**config.mk**
```make
export PLATFORM = sky130hd
export DESIGN_NAME = ptq_qualifier
export DESIGN_NICKNAME = d
export VERILOG_FILES = /design/src/design/ptq_pkg.sv /design/src/design/ptq_check.sv /design/src/design/ptq_qualifier.sv
export SDC_FILE = /design/constraint.sdc
export NUM_CORES = 1
export LEC_CHECK = 0
export ABC_AREA = 1
export BUFFER_PORTS_ARGS = -buffer_cell sky130_fd_sc_hd__buf_2
export CAP_MARGIN = 15
export CORE_AREA = 2 2 169 171
export CTS_CLUSTER_DIAMETER = 60
export DETAILED_ROUTE_END_ITERATION = 10
export DIE_AREA = 0 0 171 173
export GPL_TIMING_DRIVEN = 0
export PLACE_DENSITY = 0.58
export SLEW_MARGIN = 20
export SYNTH_ARGS = -nofsm -noshare
export SYNTH_HDL_FRONTEND = slang
export SYNTH_SLANG_ARGS = --single-unit
```
**constraint.sdc**
```tcl
create_clock -name clock_i -period 2 [get_ports clock_i]
set_input_delay 0.4 -clock clock_i [delete_from_list [all_inputs] [get_ports clock_i]]
set_output_delay 0.4 -clock clock_i [all_outputs]
set_load 0.05 [all_outputs]
```
**src/design/ptq_pkg.sv**
```systemverilog
/*
 Constants for the egress timestamp qualifier: register offsets, field
 positions and reset values, and a shared helper function.
 Assumes nothing of its surroundings beyond a SystemVerilog compiler.
*/
`default_nettype none

package ptq_pkg;

    // Register byte offsets
    localparam logic [11:0] PTQ_SEL_OFFSET = 12'h100;
    localparam logic [11:0] PTQ_STAT_OFFSET = 12'h104;
    localparam logic [11:0] PTQ_CFG_OFFSET = 12'h15C;

    // Bank and port select register layout
    localparam int PTQ_BANK_LSB = 0;
    localparam int PTQ_BANK_W = 3;
    localparam int PTQ_PORT_LSB = 4;
    localparam int PTQ_PORT_W = 2;
    localparam logic [2:0] PTQ_PORT_BANK = 3'h2;
    localparam logic [31:0] PTQ_SEL_RESET = 32'h0000_0000;

    // Status register layout
    localparam int PTQ_STAT_CAP_LSB = 0;
    localparam int PTQ_STAT_REJ_LSB = 8;

    // Qualification config layout
    localparam int PTQ_DOMAIN_LSB = 24;
    localparam int PTQ_DOMAIN_W = 8;
    localparam int PTQ_DOMAIN_EN_BIT = 23;
    localparam int PTQ_ALT_CHECK_BIT = 22;
    localparam int PTQ_UDP_BYPASS_BIT = 21;
    localparam int PTQ_CRC_BYPASS_BIT = 20;
    localparam int PTQ_VERSION_LSB = 16;
    localparam int PTQ_VERSION_W = 4;
    localparam int PTQ_MASK_LSB = 0;
    localparam int PTQ_MASK_W = 16;

    // Field reset values
    localparam logic [7:0] PTQ_DOMAIN_RESET = 8'h00;
    localparam logic PTQ_DOMAIN_EN_RESET = 1'b0;
    localparam logic PTQ_ALT_CHECK_RESET = 1'b0;
    localparam logic PTQ_UDP_BYPASS_RESET = 1'b0;
    localparam logic PTQ_CRC_BYPASS_RESET = 1'b0;
    localparam logic [3:0] PTQ_VERSION_RESET = 4'h2;
    localparam logic [3:0] PTQ_VERSION_ANY = 4'h0;
    localparam logic [15:0] PTQ_MASK_RESET = 16'h0000;

    localparam logic [31:0] PTQ_CFG_RESET = {PTQ_DOMAIN_RESET, PTQ_DOMAIN_EN_RESET, PTQ_ALT_CHECK_RESET,
                                             PTQ_UDP_BYPASS_RESET, PTQ_CRC_BYPASS_RESET,
                                             PTQ_VERSION_RESET, PTQ_MASK_RESET};

    // Merge write data into a word under APB byte strobes
    function automatic logic [31:0] ptq_merge(input logic [31:0] old_val, input logic [31:0] wdata,
                                              input logic [3:0] strb);
        logic [31:0] res;
        res = old_val;
        for (int b = 0; b < 4; b++) begin
            if (strb[b]) begin
                res[b*8 +: 8] = wdata[b*8 +: 8];
            end
        end
        return res;
    endfunction

endpackage

`default_nettype wire

```
**src/design/ptq_check.sv**
```systemverilog
/*
 One port's qualification decision: compares the parsed header fields of a
 finished egress frame against the port's config word.
 Assumes the datapath gives a one-cycle strobe with all fields valid with it.
*/
`timescale 1ns/1ps
`default_nettype none

module ptq_check
    import ptq_pkg::*;
(
    // Clock and reset
    input wire logic clock_i,
    input wire logic sys_rst_i,
    // Config word of this port
    input wire logic [31:0] cfg_i,
    // Frame results from the transmit datapath
    input wire logic frame_valid_i,
    input wire logic [7:0] domain_i,
    input wire logic alt_flag_i,
    input wire logic udp_sum_ok_i,
    input wire logic crc_ok_i,
    input wire logic [3:0] version_i,
    input wire logic [3:0] msg_type_i,
    // Decision pulses
    output logic capture_o,
    output logic reject_o
);

    logic capture_q;
    logic capture_d;
    logic reject_q;
    logic reject_d;
    logic domain_ok;
    logic alt_ok;
    logic udp_ok;
    logic crc_ok;
    logic version_ok;
    logic type_ok;
    logic [3:0] cfg_version;

    always_comb begin
        cfg_version = cfg_i[PTQ_VERSION_LSB +: PTQ_VERSION_W];
        domain_ok = !cfg_i[PTQ_DOMAIN_EN_BIT] ||
                    (domain_i == cfg_i[PTQ_DOMAIN_LSB +: PTQ_DOMAIN_W]);
        alt_ok = !cfg_i[PTQ_ALT_CHECK_BIT] || !alt_flag_i;
        udp_ok = cfg_i[PTQ_UDP_BYPASS_BIT] || udp_sum_ok_i;
        crc_ok = cfg_i[PTQ_CRC_BYPASS_BIT] || crc_ok_i;
        version_ok = (cfg_version == PTQ_VERSION_ANY) || (version_i == cfg_version);
        type_ok = cfg_i[PTQ_MASK_LSB + 32'(msg_type_i)];
        capture_d = frame_valid_i && domain_ok && alt_ok && udp_ok && crc_ok && version_ok && type_ok;
        reject_d = frame_valid_i && !capture_d;
    end

    always_ff @(posedge clock_i) begin
        if (sys_rst_i) begin
            capture_q <= 1'b0;
            reject_q <= 1'b0;
        end else begin
            capture_q <= capture_d;
            reject_q <= reject_d;
        end
    end

    assign capture_o = capture_q;
    assign reject_o = reject_q;

endmodule // ptq_check

`default_nettype wire

```
**src/design/ptq_qualifier.sv**
```systemverilog
/*
 Egress timestamp qualifier for all switch ports: APB register slave with a
 bank/port select, one config word per port, and one decision per frame.
 Assumes frame results arrive on clock_i from the transmit datapath and
 that software leaves the config alone while timestamping is enabled.
*/
// The APB slave port is this design's own decision.
`timescale 1ns/1ps
`default_nettype none

// What this block does
// - Domain match enable compares message domainNumber
// - Domain mismatch blocks capture; domain resets zero
// - Alternate-master check needs flag zero
// - Bad UDP checksum blocks unless bypassed
// - Bad FCS blocks unless bypassed
// - Version must match; zero accepts any
// - Message type mask bit must be set
// - One config copy per port, bank/port selected
module ptq_qualifier
    import ptq_pkg::*;
#(
    parameter int NUM_PORTS = 3
) (
    // Clock and reset
    input wire logic clock_i,
    input wire logic sys_rst_i,
    // APB slave
    input wire logic [11:0] paddr_i,
    input wire logic psel_i,
    input wire logic penable_i,
    input wire logic pwrite_i,
    input wire logic [31:0] pwdata_i,
    input wire logic [3:0] pstrb_i,
    output logic [31:0] prdata_o,
    output logic pready_o,
    output logic pslverr_o,
    // Frame results, one slice per port
    input wire logic [NUM_PORTS-1:0] frame_valid_i,
    input wire logic [NUM_PORTS*8-1:0] frame_domain_i,
    input wire logic [NUM_PORTS-1:0] frame_alt_flag_i,
    input wire logic [NUM_PORTS-1:0] frame_udp_sum_ok_i,
    input wire logic [NUM_PORTS-1:0] frame_crc_ok_i,
    input wire logic [NUM_PORTS*4-1:0] frame_version_i,
    input wire logic [NUM_PORTS*4-1:0] frame_msg_type_i,
    // Decisions to the capture store
    output logic [NUM_PORTS-1:0] ts_capture_o,
    output logic [NUM_PORTS-1:0] ts_reject_o
);

    // APB state, registers and status
    logic [31:0] sel_q;
    logic [31:0] sel_d;
    logic [31:0] cfg_q [NUM_PORTS];
    logic [31:0] cfg_d [NUM_PORTS];
    logic [NUM_PORTS-1:0] last_cap_q;
    logic [NUM_PORTS-1:0] last_cap_d;
    logic [NUM_PORTS-1:0] last_rej_q;
    logic [NUM_PORTS-1:0] last_rej_d;
    logic [31:0] prdata_q;
    logic [31:0] prdata_d;
    logic pready_q;
    logic pready_d;
    logic pslverr_q;
    logic pslverr_d;

    logic [PTQ_BANK_W-1:0] bank_sel;
    logic [PTQ_PORT_W-1:0] port_sel;
    logic port_hit;
    logic setup;
    logic wr_commit;
    logic [NUM_PORTS-1:0] cap_pulse;
    logic [NUM_PORTS-1:0] rej_pulse;
    logic [31:0] stat_word;

    always_comb begin
        bank_sel = sel_q[PTQ_BANK_LSB +: PTQ_BANK_W];
        port_sel = sel_q[PTQ_PORT_LSB +: PTQ_PORT_W];
        port_hit = (bank_sel == PTQ_PORT_BANK) && (32'(port_sel) < NUM_PORTS);
        setup = psel_i && !penable_i;
        wr_commit = psel_i && penable_i && pready_q && pwrite_i;
        stat_word = 32'h0000_0000;
        stat_word[PTQ_STAT_CAP_LSB +: NUM_PORTS] = last_cap_q;
        stat_word[PTQ_STAT_REJ_LSB +: NUM_PORTS] = last_rej_q;
    end

    // APB answer: one wait-free access phase after every setup
    always_comb begin
        pready_d = setup;
        pslverr_d = 1'b0;
        prdata_d = 32'h0000_0000;
        if (setup) begin
            unique case (paddr_i)
                PTQ_SEL_OFFSET: begin
                    prdata_d = pwrite_i ? 32'h0000_0000 : sel_q;
                end
                PTQ_STAT_OFFSET: begin
                    prdata_d = pwrite_i ? 32'h0000_0000 : stat_word;
                    pslverr_d = pwrite_i;
                end
                PTQ_CFG_OFFSET: begin
                    if (port_hit && !pwrite_i) begin
                        prdata_d = cfg_q[port_sel];
                    end
                end
                default: begin
                    pslverr_d = 1'b1;
                end
            endcase
        end
    end

    // Register writes, committed at the access-phase edge
    always_comb begin
        sel_d = sel_q;
        for (int p = 0; p < NUM_PORTS; p++) begin
            cfg_d[p] = cfg_q[p];
        end
        if (wr_commit && paddr_i == PTQ_SEL_OFFSET) begin
            sel_d = ptq_merge(sel_q, pwdata_i, pstrb_i);
            sel_d[31:PTQ_PORT_LSB + PTQ_PORT_W] = '0;
            sel_d[PTQ_PORT_LSB - 1:PTQ_BANK_W] = '0;
        end
        if (wr_commit && paddr_i == PTQ_CFG_OFFSET && port_hit) begin
            cfg_d[port_sel] = ptq_merge(cfg_q[port_sel], pwdata_i, pstrb_i);
        end
    end

    // Last decision per port, latched from each verdict
    always_comb begin
        last_cap_d = last_cap_q;
        last_rej_d = last_rej_q;
        for (int p = 0; p < NUM_PORTS; p++) begin
            if (cap_pulse[p] || rej_pulse[p]) begin
                last_cap_d[p] = cap_pulse[p];
                last_rej_d[p] = rej_pulse[p];
            end
        end
    end

    always_ff @(posedge clock_i) begin
        if (sys_rst_i) begin
            sel_q <= PTQ_SEL_RESET;
            for (int p = 0; p < NUM_PORTS; p++) begin
                cfg_q[p] <= PTQ_CFG_RESET;
            end
            last_cap_q <= '0;
            last_rej_q <= '0;
            prdata_q <= 32'h0000_0000;
            pready_q <= 1'b0;
            pslverr_q <= 1'b0;
        end else begin
            sel_q <= sel_d;
            for (int p = 0; p < NUM_PORTS; p++) begin
                cfg_q[p] <= cfg_d[p];
            end
            last_cap_q <= last_cap_d;
            last_rej_q <= last_rej_d;
            prdata_q <= prdata_d;
            pready_q <= pready_d;
            pslverr_q <= pslverr_d;
        end
    end

    // One decision unit per port
    for (genvar g = 0; g < NUM_PORTS; g++) begin : g_port
        ptq_check u_check (
            .clock_i(clock_i),
            .sys_rst_i(sys_rst_i),
            .cfg_i(cfg_q[g]),
            .frame_valid_i(frame_valid_i[g]),
            .domain_i(frame_domain_i[g*8 +: 8]),
            .alt_flag_i(frame_alt_flag_i[g]),
            .udp_sum_ok_i(frame_udp_sum_ok_i[g]),
            .crc_ok_i(frame_crc_ok_i[g]),
            .version_i(frame_version_i[g*4 +: 4]),
            .msg_type_i(frame_msg_type_i[g*4 +: 4]),
            .capture_o(cap_pulse[g]),
            .reject_o(rej_pulse[g])
        );
    end

    assign ts_capture_o = cap_pulse;
    assign ts_reject_o = rej_pulse;
    assign prdata_o = prdata_q;
    assign pready_o = pready_q;
    assign pslverr_o = pslverr_q;

endmodule // ptq_qualifier

`default_nettype wire

```
### After elaboration in Yosys (flattened, before gate mapping)

Memories as Yosys holds them, arrays and structs flattened. A register that Yosys moved wholly into a read port is not among the register bits.
Cells that the tools add are included.

| storage, ports and cells | value |
|---|---|
| register bits after elaboration | 51 |
| memory bits (writable) | 96 |
| bits of input ports | 113 |
| output and inout bits | 40 |
| memories kept | 1 |

| cells by class | value |
|---|---|
| magnitude comparators | 6 |
| equality and inequality tests | 10 |
| muxes and demuxes | 31 |
| bitwise logic cells | 5 |
| reductions and logical operators | 69 |

Memories:

| name | words | bits a word | read ports | clocked after memory_dff | write ports | line | text |
|---|---|---|---|---|---|---|---|
| cfg_q | 3 | 32 | 4 | 1 | 3 | ptq_qualifier.sv:54 | `logic [31:0] cfg_q [NUM_PORTS];` |

Operators by type and width:

| kind | count |
|---|---|
| $mux W32 | 5 |
| $bwmux W96 | 1 |
| $mux W96 | 1 |
| $pmux W32 S3 | 1 |
| $demux W32 S2 | 1 |
| $mux W8 | 8 |
| $eq A12 B9 Y1 const B | 3 |
| $logic_and A1 B1 Y1 | 31 |
| $eq A8 B8 Y1 | 3 |
| $logic_or A1 B1 Y1 | 18 |
| $lt A4 B6 Y1 const B | 3 |
| $logic_not A1 Y1 | 14 |
| $bmux W1 S4 | 3 |
| $eq A4 B4 Y1 | 3 |
| $logic_not A4 Y1 | 3 |
| $mux W11 | 1 |
| $mux W1 | 6 |
| $mux W6 | 1 |
| $mux W2 | 2 |
| $reduce_or A2 Y1 | 2 |
| $eq A3 B2 Y1 const B | 1 |
| $ge A3 B3 Y1 const B | 1 |
| $lt A3 B1 Y1 const B | 1 |
| $not A2 Y3 | 1 |
| other kinds (5) | 7 |

### Depth between registers and ports, before layout

An unclocked memory read counts as a cell.

| logic depth | value |
|---|---|
| word-level depth | 11 |
| mapped depth | 11 |
| depth with buffers taken out | 10 |

### Modules after synthesis

From an unflattened synthesis, not the netlist that was laid out.

| second synthesis, totals | value |
|---|---|
| cells, all modules | 1544 |
| area, all modules | 8992.4 µm² |

Modules (own cells, without submodules):

| module | instances | cells each | area each (µm²) | sequential area each (µm²) |
|---|---|---|---|---|
| ptq_qualifier | 1 | 1244 | 7498.4 | 2862.7 |
| ptq_check | 3 | 100 | 498.0 | 40.0 |

### Least setup slack after synthesis

OpenSTA, ideal clock, no wires.

| path | value |
|---|---|
| path type | reg-to-reg |
| start | register pready_q (netlist: pready_o) |
| end | memory cfg_q[2][16] |
| library setup time | 113 ps |
| arrival time | 1572 ps |
| required time | 1887 ps |
| setup slack | 315 ps |
| cell stages (with the launch flop) | 10 |
| path buffers | 2 |
| path through | dfxtp_1 -> nand3_1 -> nor2_4 -> inv_2 -> nor2_4 -> buf_6 -> buf_6 -> nand3_1 -> nand2_1 -> nor2_1 |

RTL lines:

| element | line | text |
|---|---|---|
| from (decl) | ptq_qualifier.sv:62 | `logic pready_q;` |
| from (signal assigned) | ptq_qualifier.sv:160 | `pready_q <= pready_d;` |
| to (decl) | ptq_qualifier.sv:54 |  |

==> reports/qor.txt <==
clock-pin slew of the registers on the worst-case setup and hold paths: 0.07 ns
worst skew pair latency: 0.44 ns
Final Max Slew Viols: 0
ys async rst share: 0%
CP arrival: 2.24 ns
Layout Skew: 0.0138 ns
Crit Path Category: register to register
WL per Instance: 15.3 µm
Clock Sinks: 149
Placer Congestion: 0.912
DRT Pass-1 Iters: 5
pin count of the biggest net entering global routing: 17
H-tree level count: 4
Max FO, Critical Path: 10
Via Count: 8741
Synth Instances: 1337
core area: 27600 µm²
CTS buffer count: 17
Die X: 171 µm
worst-case clock buffer depth: 2
flops & latches, synth: 149
Boundary Pins: 153
Multi-input gate area: 4330 µm²
leading area contributor after synthesis: dfxtp_1
post-synth cell types: 28
Util after Layout: 36.5%
vias in the first global route: 8377
Final Cell Area: 10100 µm²
max_cap viols: 0
CP endpoint kind: register
Final setup viols: 0
# hold bufs at CTS: 0
Detail Placement HPWL: 22.1 mm
Area Overhead vs Synth: 22.8%
Initial Utilization: 29.7%
PortBufs: 148
drc violations: 0
register area share after synthesis: 36.3%
top cell type's share of synthesized area: 36.3%
Synth Cell Area: 8210 µm²
Lkg Pwr: 4.54 nW
Final Cycle Share: 95.1%
outcome: finished, final reports clean
nets@finish: 1617
layout cells sized above 1: 17.5%
first-pass GRT wire length: 45.3 mm
Die Ht: 173 µm
synth top area cells: dfxtp_1 36%, nand2_1 19%, nor2_1 11%
Synth Net Count: 1450
clk root buf: clkbuf_16
Worst EP required: 2.33 ns
initial antenna violation count: 1
Die ar.: 29600 µm²
Avg Cell Area, Syn: 6.14 µm²
EDFF count, synth: 0
grt total ovfl: 0
post-route antenna net violation count: 0
Hold Vio Cnt, Final: 0
Site Rows: 61
worst min-delay path class: input pin to register
measured slew at the worst slew-check pin: 0.597 ns
Peak VDD IR: 503 µV
WL final: 29.0 mm
Ys Warns: 0
DP Area: 9430 µm²
CTS tree: yes
Fill cells: 3105
Post-synth top cells: 414 x nand2_1, 251 x nor2_1, 184 x nand3_1, 149 x dfxtp_1, 127 x inv_1
Max Freq: 526 MHz
CP Launch Type: register
register area: 2980 µm²
Tot GR Track Use: 19.9%
RSZ-0062 raised after global routing: false
power density over cell area: 701 nW/µm²
Slew headroom: 60.2%
count leader, synth: nand2_1
DR vias/cell: 4.61
Iter 0 DRT Violations: 690
top_reg_cell synth: dfxtp_1
post-layout min period: 1.90 ns
-- cell families after synthesis --
kind of cell           after synthesis  share of synthesized area (%)
AO/OA/AOI/OAI                       73                           5.12
XOR/XNOR                             9                          0.960
buffers and inverters              201                           11.0
flip-flops                         149                           36.3
AND/OR/NAND/NOR                    905                           46.6
-- through the flow --
step	std cells	power [mW]	worst slack (ns)	hold WS, ns	TNS (ns)
6_report	1896	7.07	0.0977	0.202	0
5_1_grt	1896	7.31	0.00679	0.213	0
4_1_cts	1895	7.11	0.0299	0.199	0
3_5_place_dp	1863	3.58	-0.232	0.464	-2.21
3_3_place_gp	1863	3.58	-0.216	0.454	-1.95
2_1_floorplan	1337	3.34	0.315	0.439	0
-- layout by cell type (no fill, tap or decap), drive strengths merged --
master    instances
nand2           414
nor2            261
buf             197
nand3           186
dfxtp           149
inv             133
clkbuf           38
o21ai            35
or2              23
a21oi            22
nand4            11
o211ai           10
xnor2             9
clkinv            8
nor3              6
o21a              6
bufinv            4
nand3b            3
diode             1
nor3b             1
clkinvlp          1
-- critical path, cell delays in order (launching register included) --
cell and delay (ns):
dfxtp_1 0.30, buf_2 0.17, inv_1 0.11, buf_2 0.30
nand2_1 0.10, nand3_1 0.13, nand3_1 0.08, o21ai_1 0.28
nand3_1 0.18, nand2_1 0.10, nor2_1 0.05
-- flip-flops by register name (all words and copies together), names as in the netlist, named ones only --
register / cells
last_cap_q: 3
prdata_o: 32
g_port.u_check.capture_o: 3
sel_q: 5
cfg_q: 96
g_port.u_check.reject_o: 3
last_rej_q: 3
pready_o: 1
pslverr_o: 1
-- area by class of cell --
class / count / share of cell area, %
multi-input cells: 987 / 42.9
flip-flops and latches: 149 / 29.6
repair buffers: 148 / 7.35
inverters: 132 / 4.91
well taps: 378 / 4.69
clock buffers: 18 / 4.36
plain buffers: 69 / 4.14
clock inverters: 14 / 2.00
diodes: 1 / 0.0248
-- path summary, 6_finish.rpt --
check	startpoint	end	slack, ns	cells after the start
max	register	cfg_q[2][3]	0.1	10
min	penable_i	pready_o	0.20	2
max reg2reg	register	cfg_q[2][3]	0.1	10
min reg2reg	last_cap_q[0]	last_cap_q[0]	0.47	2
-- power breakdown --
group	switching (mW)	total [mW]	leakage, nW	internal (mW)
registers	0.00696	2.98	1.20	2.98
clock network	1.41	3.55	0.312	2.14
logic	0.331	0.532	3.03	0.202
total	1.75	7.07	4.54	5.32
-- metal layers --
layer	global-route usage, %	part of all wire, %	vias up
met3	3.62	5.2	44
met1	26.2	46	3952
met5	0	0	-
met4	6.85	2.4	0
met2	32.7	46	261
li1	-	-	4484
-- repair_timing --
action	in CTS	in global routing
buffers inserted	0	0
hold endpoints to repair	0	0
endpoints found under the setup margin	3	58
resized for setup	2	17
pin swaps	0	0
(Power assumes the default switching activity.)
